[src/hdl/timer_ctl_pkg.sv]
package timer_ctl_pkg;
	// ==========================================
	// Register offsets
	localparam logic [3:0] ADDR_CTL_ONE = 4'h0;
	localparam logic [3:0] ADDR_CTL_TWO = 4'h1;
	localparam logic [3:0] ADDR_STATUS = 4'h2;
	localparam logic [3:0] ADDR_MASK = 4'h3;
	localparam logic [3:0] ADDR_CMP_A_HI = 4'h4;
	localparam logic [3:0] ADDR_CMP_A_LO = 4'h5;
	localparam logic [3:0] ADDR_CMP_B_HI = 4'h6;
	localparam logic [3:0] ADDR_CMP_B_LO = 4'h7;
	localparam logic [3:0] ADDR_CNT_HI = 4'h8;
	localparam logic [3:0] ADDR_CNT_LO = 4'h9;
	localparam logic [3:0] ADDR_CAP_A_HI = 4'hA;
	localparam logic [3:0] ADDR_CAP_A_LO = 4'hB;
	localparam logic [3:0] ADDR_CAP_B_HI = 4'hC;
	localparam logic [3:0] ADDR_CAP_B_LO = 4'hD;
	// ==========================================
	// Reset values and counter maximum
	localparam logic [7:0] CTL_ONE_RST = 8'h00;
	localparam logic [7:0] CTL_TWO_RST = 8'h00;
	localparam logic [15:0] CMP_A_RST = 16'h8000;
	localparam logic [15:0] CMP_B_RST = 16'h8000;
	localparam logic [15:0] CNT_RST = 16'hFFFC;
	localparam logic [15:0] CNT_MAX = 16'hFFFF;
	// ==========================================
	// Prescaler divide counts
	localparam logic [2:0] DIV2_MAX = 3'h1;
	localparam logic [2:0] DIV4_MAX = 3'h3;
	localparam logic [2:0] DIV8_MAX = 3'h7;
	// ==========================================
	// Status bit positions (event flags)
	localparam int ST_CAP_A = 0;
	localparam int ST_CAP_B = 1;
	localparam int ST_CMP_A = 2;
	localparam int ST_CMP_B = 3;
	localparam int ST_OVF = 4;
	// ==========================================
	// Control fields
	typedef struct packed {
		logic capture_irq_enable;
		logic compare_irq_enable;
		logic overflow_irq_enable;
		logic force_compare_b;
		logic force_compare_a;
		logic level_b;
		logic capture_a_edge;
		logic level_a;
	} ctl_one_s;
	typedef struct packed {
		logic compare_a_pin_enable;
		logic compare_b_pin_enable;
		logic single_pulse_mode;
		logic pwm_mode;
		logic [1:0] clock_select;
		logic capture_b_edge;
		logic ext_clock_edge;
	} ctl_two_s;
	typedef enum logic [1:0] {
		CLK_DIV4 = 2'h0,
		CLK_DIV2 = 2'h1,
		CLK_DIV8 = 2'h2,
		CLK_EXT = 2'h3
	} clk_sel_e;
	// Pulse generator states
	typedef enum logic [2:0] {
		PG_IDLE = 3'b001,
		PG_ACTIVE = 3'b010,
		PG_DONE = 3'b100
	} pulse_e;
	// Register bus request
	typedef struct packed {
		logic [3:0] addr;
		logic [7:0] wdata;
		logic wr;
		logic rd;
	} bus_req_s;
	// Pins sampled
	typedef struct packed {
		logic capture_pin_a;
		logic capture_pin_b;
		logic ext_clock_pin;
	} pins_in_s;
	// Pin outputs with enables
	typedef struct packed {
		logic compare_pin_a;
		logic compare_pin_a_oe;
		logic compare_pin_b;
		logic compare_pin_b_oe;
	} pins_out_s;
endpackage : timer_ctl_pkg

[src/hdl/timer16_ctl.sv]
module timer16_ctl #(
	parameter bit HAS_EXT_CLOCK = 1'b1
) (
	// Clock and reset
	input wire logic ref_clk_in,
	input wire logic sys_rst_in,
	// Register port
	input wire timer_ctl_pkg::bus_req_s bus_in,
	output logic [7:0] rdata_out,
	// Pins
	input wire timer_ctl_pkg::pins_in_s pins_in,
	output timer_ctl_pkg::pins_out_s pins_out,
	// Interrupt
	output logic irq_out
);
	import timer_ctl_pkg::*;

	// ==========================================
	// State
	typedef struct packed {
		ctl_one_s c1;
		ctl_two_s c2;
		logic [4:0] status;
		logic [4:0] mask;
		logic [15:0] cmp_a;
		logic [15:0] cmp_b;
		logic [15:0] cnt;
		logic [15:0] cap_a;
		logic [15:0] cap_b;
		logic [2:0] presc;
		logic [2:0] pins_prev;
		logic out_a;
		logic out_b;
		pulse_e pg;
		logic [7:0] rdata;
		pins_out_s po;
		logic irq;
	} state_s;

	state_s s_q;
	state_s s_d;

	// Edge match helper: rising when sel is 1, falling when 0
	function automatic logic edge_hit(input logic sel, input logic prev,
		input logic cur);
		edge_hit = sel ? (!prev && cur) : (prev && !cur);
	endfunction : edge_hit

	logic tick;
	logic hit_a;
	logic hit_b;
	logic cap_a_ev;
	logic cap_b_ev;
	logic ovf_ev;
	logic [4:0] ev;
	logic [2:0] div_max;
	logic [15:0] cnt_next;

	// ==========================================
	// Next state
	always_comb begin
		s_d = s_q;
		tick = 1'b0;
		div_max = DIV4_MAX;
		s_d.pins_prev = {pins_in.capture_pin_a, pins_in.capture_pin_b,
			pins_in.ext_clock_pin};
		// Counter clock choice
		case (clk_sel_e'(s_q.c2.clock_select))
			CLK_DIV4: div_max = DIV4_MAX;
			CLK_DIV2: div_max = DIV2_MAX;
			CLK_DIV8: div_max = DIV8_MAX;
			default: div_max = DIV8_MAX;
		endcase
		if (s_q.c2.clock_select == CLK_EXT) begin
			// Absent pin leaves the counter frozen
			tick = HAS_EXT_CLOCK && edge_hit(s_q.c2.ext_clock_edge,
				s_q.pins_prev[0], pins_in.ext_clock_pin);
			s_d.presc = 3'h0;
		end else if (s_q.presc >= div_max) begin
			tick = 1'b1;
			s_d.presc = 3'h0;
		end else begin
			s_d.presc = s_q.presc + 3'h1;
		end
		cnt_next = s_q.cnt + 16'h0001;
		hit_a = tick && (cnt_next == s_q.cmp_a);
		hit_b = tick && (cnt_next == s_q.cmp_b);
		ovf_ev = tick && (s_q.cnt == CNT_MAX);
		cap_a_ev = edge_hit(s_q.c1.capture_a_edge, s_q.pins_prev[2],
			pins_in.capture_pin_a);
		cap_b_ev = edge_hit(s_q.c2.capture_b_edge, s_q.pins_prev[1],
			pins_in.capture_pin_b);
		if (tick) begin
			s_d.cnt = cnt_next;
		end
		if (cap_a_ev) begin
			s_d.cap_a = s_q.cnt;
		end
		if (cap_b_ev) begin
			s_d.cap_b = s_q.cnt;
		end
		// Waveform on pin a
		if (s_q.c2.pwm_mode) begin
			// Period restarts the counter; compare a ends the pulse
			if (hit_b) begin
				s_d.cnt = 16'h0000;
				s_d.out_a = s_q.c1.level_b;
			end else if (hit_a) begin
				s_d.out_a = s_q.c1.level_a;
			end
		end else if (s_q.c2.single_pulse_mode) begin
			case (s_q.pg)
				PG_IDLE: begin
					if (cap_a_ev) begin
						s_d.cnt = 16'h0000;
						s_d.out_a = s_q.c1.level_b;
						s_d.pg = PG_ACTIVE;
					end
				end
				PG_ACTIVE: begin
					if (hit_a) begin
						s_d.out_a = s_q.c1.level_a;
						s_d.pg = PG_IDLE;
					end
				end
				default: s_d.pg = PG_IDLE;
			endcase
		end else begin
			s_d.pg = PG_IDLE;
			if (s_q.c1.force_compare_a || hit_a) begin
				s_d.out_a = s_q.c1.level_a;
			end
		end
		// Pin b follows force b and compare b in every mode
		if (s_q.c1.force_compare_b || hit_b) begin
			s_d.out_b = s_q.c1.level_b;
		end
		// Pins handed out only when enabled; compare keeps running
		s_d.po.compare_pin_a = s_d.out_a;
		s_d.po.compare_pin_a_oe = s_q.c2.compare_a_pin_enable;
		s_d.po.compare_pin_b = s_d.out_b;
		s_d.po.compare_pin_b_oe = s_q.c2.compare_b_pin_enable;
		// Events; in modulation mode the period match counts as capture a
		ev = '0;
		ev[ST_CAP_A] = cap_a_ev || (s_q.c2.pwm_mode && hit_b);
		ev[ST_CAP_B] = cap_b_ev;
		ev[ST_CMP_A] = hit_a;
		ev[ST_CMP_B] = hit_b;
		ev[ST_OVF] = ovf_ev;
		// Read data and read-clear, a set in the same cycle wins
		s_d.rdata = 8'h00;
		if (bus_in.rd) begin
			case (bus_in.addr)
				ADDR_CTL_ONE: s_d.rdata = s_q.c1;
				ADDR_CTL_TWO: s_d.rdata = s_q.c2;
				ADDR_STATUS: begin
					s_d.rdata = {3'h0, s_q.status};
					s_d.status = 5'h00;
				end
				ADDR_MASK: s_d.rdata = {3'h0, s_q.mask};
				ADDR_CMP_A_HI: s_d.rdata = s_q.cmp_a[15:8];
				ADDR_CMP_A_LO: s_d.rdata = s_q.cmp_a[7:0];
				ADDR_CMP_B_HI: s_d.rdata = s_q.cmp_b[15:8];
				ADDR_CMP_B_LO: s_d.rdata = s_q.cmp_b[7:0];
				ADDR_CNT_HI: s_d.rdata = s_q.cnt[15:8];
				ADDR_CNT_LO: s_d.rdata = s_q.cnt[7:0];
				ADDR_CAP_A_HI: s_d.rdata = s_q.cap_a[15:8];
				ADDR_CAP_A_LO: s_d.rdata = s_q.cap_a[7:0];
				ADDR_CAP_B_HI: s_d.rdata = s_q.cap_b[15:8];
				ADDR_CAP_B_LO: s_d.rdata = s_q.cap_b[7:0];
				default: s_d.rdata = 8'h00;
			endcase
		end
		s_d.status = s_d.status | ev;
		// Register writes
		if (bus_in.wr) begin
			case (bus_in.addr)
				ADDR_CTL_ONE: s_d.c1 = bus_in.wdata;
				ADDR_CTL_TWO: s_d.c2 = bus_in.wdata;
				ADDR_MASK: s_d.mask = bus_in.wdata[4:0];
				ADDR_CMP_A_HI: s_d.cmp_a[15:8] = bus_in.wdata;
				ADDR_CMP_A_LO: s_d.cmp_a[7:0] = bus_in.wdata;
				ADDR_CMP_B_HI: s_d.cmp_b[15:8] = bus_in.wdata;
				ADDR_CMP_B_LO: s_d.cmp_b[7:0] = bus_in.wdata;
				ADDR_CNT_LO: s_d.cnt = CNT_RST;
				default: s_d.mask = s_d.mask;
			endcase
		end
		// Interrupt: enables in control one, then the mask
		s_d.irq = |(s_d.status & s_d.mask & {
			s_d.c1.overflow_irq_enable,
			s_d.c1.compare_irq_enable, s_d.c1.compare_irq_enable,
			s_d.c1.capture_irq_enable, s_d.c1.capture_irq_enable});
	end

	// ==========================================
	// State register
	always_ff @(posedge ref_clk_in or posedge sys_rst_in) begin
		if (sys_rst_in) begin
			s_q <= '0;
			s_q.c1 <= CTL_ONE_RST;
			s_q.c2 <= CTL_TWO_RST;
			s_q.cmp_a <= CMP_A_RST;
			s_q.cmp_b <= CMP_B_RST;
			s_q.cnt <= CNT_RST;
			s_q.pg <= PG_IDLE;
		end else begin
			s_q <= s_d;
		end
	end

	assign rdata_out = s_q.rdata;
	assign pins_out = s_q.po;
	assign irq_out = s_q.irq;

	// ==========================================
	// Checks
	property p_ovf_irq;
		@(posedge ref_clk_in) disable iff (sys_rst_in)
		(ovf_ev && s_q.c1.overflow_irq_enable && s_q.mask[ST_OVF] && !bus_in.wr)
		|=> irq_out;
	endproperty
	a_ovf_irq: assert property (p_ovf_irq) else $error("ovf irq");
	property p_force_b;
		@(posedge ref_clk_in) disable iff (sys_rst_in)
		s_q.c1.force_compare_b |=> pins_out.compare_pin_b == $past(s_q.c1.level_b);
	endproperty
	a_force_b: assert property (p_force_b) else $error("force b");
	property p_force_a;
		@(posedge ref_clk_in) disable iff (sys_rst_in)
		(s_q.c1.force_compare_a && !s_q.c2.pwm_mode && !s_q.c2.single_pulse_mode)
		|=> pins_out.compare_pin_a == $past(s_q.c1.level_a);
	endproperty
	a_force_a: assert property (p_force_a) else $error("force a");
	property p_oe_a;
		@(posedge ref_clk_in) disable iff (sys_rst_in)
		1'b1 |=> pins_out.compare_pin_a_oe == $past(s_q.c2.compare_a_pin_enable);
	endproperty
	a_oe_a: assert property (p_oe_a) else $error("oe a");
	property p_oe_b;
		@(posedge ref_clk_in) disable iff (sys_rst_in)
		1'b1 |=> pins_out.compare_pin_b_oe == $past(s_q.c2.compare_b_pin_enable);
	endproperty
	a_oe_b: assert property (p_oe_b) else $error("oe b");
	property p_halt;
		@(posedge ref_clk_in) disable iff (sys_rst_in)
		(!HAS_EXT_CLOCK && s_q.c2.clock_select == CLK_EXT && !bus_in.wr
			&& !s_q.c2.pwm_mode && !s_q.c2.single_pulse_mode) |=> $stable(s_q.cnt);
	endproperty
	a_halt: assert property (p_halt) else $error("halt");
	property p_div4;
		@(posedge ref_clk_in) disable iff (sys_rst_in)
		(tick && s_q.c2.clock_select == CLK_DIV4 && !bus_in.wr) [*2]
		|-> 1'b0;
	endproperty
	a_div4: assert property (p_div4) else $error("div4");
	property p_ovf;
		@(posedge ref_clk_in) disable iff (sys_rst_in)
		(ovf_ev && !s_q.c2.pwm_mode) |=> s_q.status[ST_OVF] && s_q.cnt == 16'h0000;
	endproperty
	a_ovf: assert property (p_ovf) else $error("ovf flag");

	// ==========================================
	// Compare matches copy the stored levels
	property p_cmp_b;
		@(posedge ref_clk_in) disable iff (sys_rst_in)
		hit_b |=> pins_out.compare_pin_b == $past(s_q.c1.level_b);
	endproperty
	a_cmp_b: assert property (p_cmp_b) else $error("cmp b");
	property p_cmp_a;
		@(posedge ref_clk_in) disable iff (sys_rst_in)
		(hit_a && !s_q.c2.pwm_mode && !s_q.c2.single_pulse_mode)
		|=> pins_out.compare_pin_a == $past(s_q.c1.level_a);
	endproperty
	a_cmp_a: assert property (p_cmp_a) else $error("cmp a");

	// ==========================================
	// Modulation: period restarts, width ends the pulse
	property p_pwm_period;
		@(posedge ref_clk_in) disable iff (sys_rst_in)
		(s_q.c2.pwm_mode && hit_b && !bus_in.wr) |=> s_q.cnt == 16'h0000;
	endproperty
	a_pwm_period: assert property (p_pwm_period) else $error("period");
	property p_pwm_level;
		@(posedge ref_clk_in) disable iff (sys_rst_in)
		(s_q.c2.pwm_mode && hit_b)
		|=> pins_out.compare_pin_a == $past(s_q.c1.level_b);
	endproperty
	a_pwm_level: assert property (p_pwm_level) else $error("pwm lvl");
	property p_pwm_width;
		@(posedge ref_clk_in) disable iff (sys_rst_in)
		(s_q.c2.pwm_mode && hit_a && !hit_b)
		|=> pins_out.compare_pin_a == $past(s_q.c1.level_a);
	endproperty
	a_pwm_width: assert property (p_pwm_width) else $error("width");
	property p_pwm_flag;
		@(posedge ref_clk_in) disable iff (sys_rst_in)
		(s_q.c2.pwm_mode && hit_b) |=> s_q.status[ST_CAP_A];
	endproperty
	a_pwm_flag: assert property (p_pwm_flag) else $error("pwm flag");

	// ==========================================
	// Single pulse: start on capture a, end on compare a
	property p_pulse_start;
		@(posedge ref_clk_in) disable iff (sys_rst_in)
		(s_q.c2.single_pulse_mode && !s_q.c2.pwm_mode && !bus_in.wr
			&& s_q.pg == PG_IDLE && cap_a_ev)
		|=> s_q.cnt == 16'h0000 && s_q.pg == PG_ACTIVE
			&& pins_out.compare_pin_a == $past(s_q.c1.level_b);
	endproperty
	a_pulse_start: assert property (p_pulse_start) else $error("start");
	property p_pulse_end;
		@(posedge ref_clk_in) disable iff (sys_rst_in)
		(s_q.c2.single_pulse_mode && !s_q.c2.pwm_mode
			&& s_q.pg == PG_ACTIVE && hit_a)
		|=> s_q.pg == PG_IDLE
			&& pins_out.compare_pin_a == $past(s_q.c1.level_a);
	endproperty
	a_pulse_end: assert property (p_pulse_end) else $error("end");

	// ==========================================
	// Captures, the capture a interrupt and the compare a interrupt
	property p_cap_a;
		@(posedge ref_clk_in) disable iff (sys_rst_in)
		cap_a_ev |=> s_q.status[ST_CAP_A] && s_q.cap_a == $past(s_q.cnt);
	endproperty
	a_cap_a: assert property (p_cap_a) else $error("cap a");
	property p_cap_b;
		@(posedge ref_clk_in) disable iff (sys_rst_in)
		cap_b_ev |=> s_q.status[ST_CAP_B] && s_q.cap_b == $past(s_q.cnt);
	endproperty
	a_cap_b: assert property (p_cap_b) else $error("cap b");
	property p_cap_irq;
		@(posedge ref_clk_in) disable iff (sys_rst_in)
		(cap_a_ev && s_q.c1.capture_irq_enable && s_q.mask[ST_CAP_A]
			&& !bus_in.wr) |=> irq_out;
	endproperty
	a_cap_irq: assert property (p_cap_irq) else $error("cap irq");
	property p_cmp_irq;
		@(posedge ref_clk_in) disable iff (sys_rst_in)
		(hit_a && s_q.c1.compare_irq_enable && s_q.mask[ST_CMP_A]
			&& !bus_in.wr) |=> irq_out;
	endproperty
	a_cmp_irq: assert property (p_cmp_irq) else $error("cmp irq");

	// ==========================================
	// Prescaler rates; a write may change the choice
	property p_div2;
		@(posedge ref_clk_in) disable iff (sys_rst_in)
		(tick && s_q.c2.clock_select == CLK_DIV2 && !bus_in.wr)
		##1 !bus_in.wr |=> tick;
	endproperty
	a_div2: assert property (p_div2) else $error("div2");
	property p_div4_run;
		@(posedge ref_clk_in) disable iff (sys_rst_in)
		(tick && s_q.c2.clock_select == CLK_DIV4 && !bus_in.wr)
		##1 (!bus_in.wr) [*3] |=> tick;
	endproperty
	a_div4_run: assert property (p_div4_run) else $error("div4 run");
	property p_div8;
		@(posedge ref_clk_in) disable iff (sys_rst_in)
		(tick && s_q.c2.clock_select == CLK_DIV8 && !bus_in.wr)
		##1 (!bus_in.wr) [*7] |=> tick;
	endproperty
	a_div8: assert property (p_div8) else $error("div8");

	// ==========================================
	// External clock: chosen edge counts, other edge not
	property p_ext_edge;
		@(posedge ref_clk_in) disable iff (sys_rst_in)
		(HAS_EXT_CLOCK && s_q.c2.clock_select == CLK_EXT && !bus_in.wr
			&& !s_q.c2.pwm_mode && !s_q.c2.single_pulse_mode
			&& (s_q.c2.ext_clock_edge ? $rose(pins_in.ext_clock_pin)
			: $fell(pins_in.ext_clock_pin)))
		|=> s_q.cnt == $past(s_q.cnt) + 16'h0001;
	endproperty
	a_ext_edge: assert property (p_ext_edge) else $error("ext edge");
	property p_ext_other;
		@(posedge ref_clk_in) disable iff (sys_rst_in)
		(s_q.c2.clock_select == CLK_EXT && !bus_in.wr
			&& !s_q.c2.pwm_mode && !s_q.c2.single_pulse_mode
			&& (s_q.c2.ext_clock_edge ? $fell(pins_in.ext_clock_pin)
			: $rose(pins_in.ext_clock_pin)))
		|=> $stable(s_q.cnt);
	endproperty
	a_ext_other: assert property (p_ext_other) else $error("ext other");
endmodule : timer16_ctl

[config.mk]
export PLATFORM = sky130hd
export DESIGN_NAME = timer16_ctl
export DESIGN_NICKNAME = d
export VERILOG_FILES = /design/src/hdl/timer_ctl_pkg.sv /design/src/hdl/timer16_ctl.sv
export SDC_FILE = /design/constraint.sdc
export NUM_CORES = 1
export LEC_CHECK = 0
export BUFFER_PORTS_ARGS = -buffer_cell sky130_fd_sc_hd__buf_4
export CORE_MARGIN = 8
export CORE_UTILIZATION = 45
export CTS_CLUSTER_DIAMETER = 60
export DETAILED_ROUTE_END_ITERATION = 10
export GPL_TIMING_DRIVEN = 0
export PLACE_DENSITY = 0.64
export SLEW_MARGIN = 20
export SYNTH_ARGS = -nofsm -noshare
export SYNTH_HDL_FRONTEND = slang
export SYNTH_SLANG_ARGS = --single-unit
[constraint.sdc]
create_clock -name ref_clk_in -period 9.7 [get_ports ref_clk_in]
set_input_delay 0.97 -clock ref_clk_in [delete_from_list [all_inputs] [get_ports ref_clk_in]]
set_output_delay 0.97 -clock ref_clk_in [all_outputs]
set_load 0.01 [all_outputs]
==> impl_metrics.py <==
metrics = {
    "detailed_routing": {
        "vias": 6435,
        "ant_nets": 0,
        "drt_iter0_markers": 606,
        "wl_um": 26800,
        "first_pass_iters": 6,
        "wire_per_inst_um": 26.0,
        "vias_per_cell": 6.25,
        "drcViolationCount": 0,
    },
    "pwr": {
        "clockPowerShare": 0.258,
        "power_density_mw_per_mm2": 290,
        "sw_frac_of_total": 0.394,
        "pwr-share-comb": 0.376,
        "p_int_uw": 1490,
        "p_leak_uw": 0.00358,
        "p_switching_uw": 970,
        "pwr-share-seq": 0.366,
        "peakVddDrop_mv": 0.171,
    },
    "timing": {
        "skew_ns": 0.0115,
        "fmax_ghz": 0.256,
        "fin_crit_ns": 3.90,
        "final-setup-viol-count": 0,
        "fin_ws_ns": 5.80,
        "whs_ns": 0.399,
        "tns_ns": 0,
        "tightest_slew_ns": 1.15,
        "maxSlewViolCount": 0,
        "fin_crit_sh": 0.402,
        "rsz0062_at_grt": "no",
        "slew_headroom": 0.232,
        "hold_violations": 0,
    },
    "floorplanning": {
        "io-pin-count": 32,
        "die_w_um": 144,
        "dieArea_mm2": 0.0207,
        "row_count": 46,
        "core-area_mm2": 0.0159,
        "initial_core_util": 0.461,
        "dieHeight_um": 144,
    },
    "logic_synthesis": {
        "synth_fa_ha_area_frac": 0.0102,
        "syn_area_per_cell_um2": 9.81,
        "synth_edf_count": 0,
        "syn_area_mm2": 0.00736,
        "synth_top_area_frac": 0.374,
        "ys.warnings.count": 0,
        "postSynthCellCount": 750,
        "synthMuxAreaShare": 0.140,
        "ys_seq_elements": 127,
        "async_flop_share": 1.00,
        "synth_xor_area_frac": 0.0571,
        "synth_top_family_by_area": "simple AND/OR/NAND/NOR gates",
        "synthSimpleGateAreaFrac": 0.172,
        "ys.flop_type": "dfrtp_1",
        "synth_top_area_cell": "dfrtp_1",
        "synth_compound_area_frac": 0.139,
        "synth_cell_types": 63,
        "syn_nets": 775,
        "yosysSeqAreaShare": 0.435,
        "ys_top_cells_by_area": "dfrtp_1, mux2_2, dfstp_2, nand2_1, xnor2_1",
    },
    "critical_path": {
        "startpoint_type": "primary input",
        "cp_max_fo": 10,
        "end_kind": "flop",
        "critPathKind": "primary input to flop",
        "arrival_ns": 4.20,
        "worstPathRequired_ns": 10.00,
    },
    "grt": {
        "overflow": 0,
        "grt_pass1_vias": 6181,
        "grt_start_max_net_pins": 72,
        "grt_pass1_wl_um": 39900,
        "grt_use_total": 0.267,
        "antenna_found_initial": 0,
    },
    "placement": {
        "dp_slack_ns": 5.47,
        "routabilityCongestion": 0.961,
        "portBuffers": 30,
        "dp_hpwl_um": 20100,
        "dp.cells": 997,
        "placed_area_mm2": 0.00789,
    },
    "clocking": {
        "cts_setup_buffers": 0,
        "cts-hold-fix-buffers": 0,
        "ctsResizeCount": 0,
        "cts_tree": "built",
        "cts.sinks": 127,
        "numCtsBuffers": 17,
        "cts_max_path_buffers": 2,
        "htree_levels": 4,
        "clk_latency_ns": 0.43,
        "clk_pin_slew_ns": 0.05,
        "clockRootBuffer": "clkbuf_16",
    },
    "cells_and_area": {
        "fin_area_mm2": 0.00848,
        "area.growth.synth_to_final_pct": 15.3,
        "drive_gt1_frac": 0.236,
        "layout.nets": 825,
        "fin_cells": 1029,
        "num_antenna_cells": 0,
    },
    "run": {
        "timing.max_cap.violations": 0,
    },
    "min_path": {
        "min_path_type": "flop to flop",
    },
    "outcome": {
        "outcome": "completed",
    },
}
-- cell usage after synthesis, drive strengths merged, types with 11 or more instances --
| master | instances |
|---|---|
| dfrtp | 110 |
| nand2 | 82 |
| mux2 | 74 |
| o21ai | 49 |
| nor2 | 48 |
| buf | 32 |
| nand3 | 29 |
| xnor2 | 28 |
| clkbuf | 25 |
| a21oi | 22 |
| xor2 | 20 |
| dfstp | 17 |
| nor2b | 17 |
| inv | 15 |
| mux2i | 13 |
| nor3 | 13 |
| a211oi | 11 |
-- per-layer routing --
| layer | part of all wire | vias up | routed length (um) | global-route usage |
|---|---|---|---|---|
| li1 | - | 2796 | - | - |
| met1 | 0.44 | 3255 | 11900 | 0.371 |
| met2 | 0.44 | 336 | 11700 | 0.394 |
| met3 | 0.091 | 48 | 2430 | 0.0640 |
| met4 | 0.028 | 0 | 736 | 0.103 |
| met5 | 0 | - | 0 | 0 |
-- final cells by class --
cell class / instances / area [um^2]
Fill cell: 1470 / 7460
Multi-Input combinational cell: 550 / 3820
Sequential cell: 127 / 3200
Clock buffer: 23 / 478
Buffer: 57 / 282
Tap cell: 216 / 270
Timing Repair Buffer: 31 / 253
Clock inverter: 9 / 109
Inverter: 16 / 65.1
-- cells by family after synthesis --
| logic type | Yosys count |
|---|---|
| AND/OR/NAND/NOR | 252 |
| AO/OA/AOI/OAI | 154 |
| flip-flops | 127 |
| multiplexers | 90 |
| buffers and inverters | 73 |
| XOR/XNOR | 48 |
| adder cells (fa/ha/maj) | 6 |
-- final timing paths --
check | startpoint | end | slack, ns | depth (start not counted)
max in group asynchronous | sys_rst_in | s_q[42]$_DFFE_PP0P_ | 8.33 | 3
min | s_d[1]$_DFFE_PP0P_ | pins_out[0]$_DFF_PP0_ | 0.40 | 0
max | bus_in[10] | s_q[114]$_DFFE_PP0P_ | 5.80 | 7
min in group asynchronous | sys_rst_in | s_q[21]$_DFF_PP0_ | 0.61 | 2
min reg2reg | s_d[1]$_DFFE_PP0P_ | pins_out[0]$_DFF_PP0_ | 0.40 | 0
max reg2reg | s_q[68]$_DFF_PP1_ | s_q[71]$_DFF_PP1_ | 5.87 | 10
-- power groups by stage --
| stage | Sequential (uW) | Combinational, uW | Clock [uW] |
|---|---|---|---|
| floorplan | 823 | 640 | 0 |
| global placement | 895 | 893 | 0 |
| finish | 901 | 927 | 635 |
| CTS | 894 | 913 | 644 |
| detailed placement | 902 | 907 | 0 |
| global route | 919 | 1000 | 665 |
-- through the flow --
| stage | total power, uW | util |
|---|---|---|
| after floorplan | 1460 | - |
| after global placement | 1790 | 0.493 |
| after detailed placement | 1810 | 0.495 |
| after CTS | 2450 | 0.532 |
| after global routing | 2590 | 0.532 |
| final | 2460 | 0.532 |
-- layout by cell type (no fill, tap or decap), types with 7 or more instances in the layout --
cell type / instances
dfstp_2: 17
buf_4: 44
nand4_1: 8
a211oi_1: 11
a22oi_1: 9
clkbuf_16: 17
nor3b_1: 7
o21ai_0: 48
xor2_1: 20
and3_1: 10
mux2_2: 74
a32oi_1: 7
clkbuf_1: 28
nand3_1: 29
a31oi_1: 9
nor2b_1: 17
mux2i_1: 13
dfrtp_1: 110
buf_2: 12
inv_1: 14
xnor2_1: 28
nand2_1: 82
a21oi_1: 22
nor2_1: 47
a221oi_1: 7
nor3_1: 11
-- sequential cells by signal, summed over array words and instances, names as in the netlist --
| name | flops |
|---|---|
| s_d | 2 |
| s_q | 112 |
| pins_out | 4 |
| irq_out | 1 |
| rdata_out | 8 |
-- worst max-delay path, stage by stage --
cell and delay [ns]:
buf_4 0.09, clkbuf_1 0.60, inv_1 0.25, clkbuf_1 0.37, nor2_1 0.73, nand3_1 0.70, mux2_2 0.48
(Power assumes the default switching activity.)
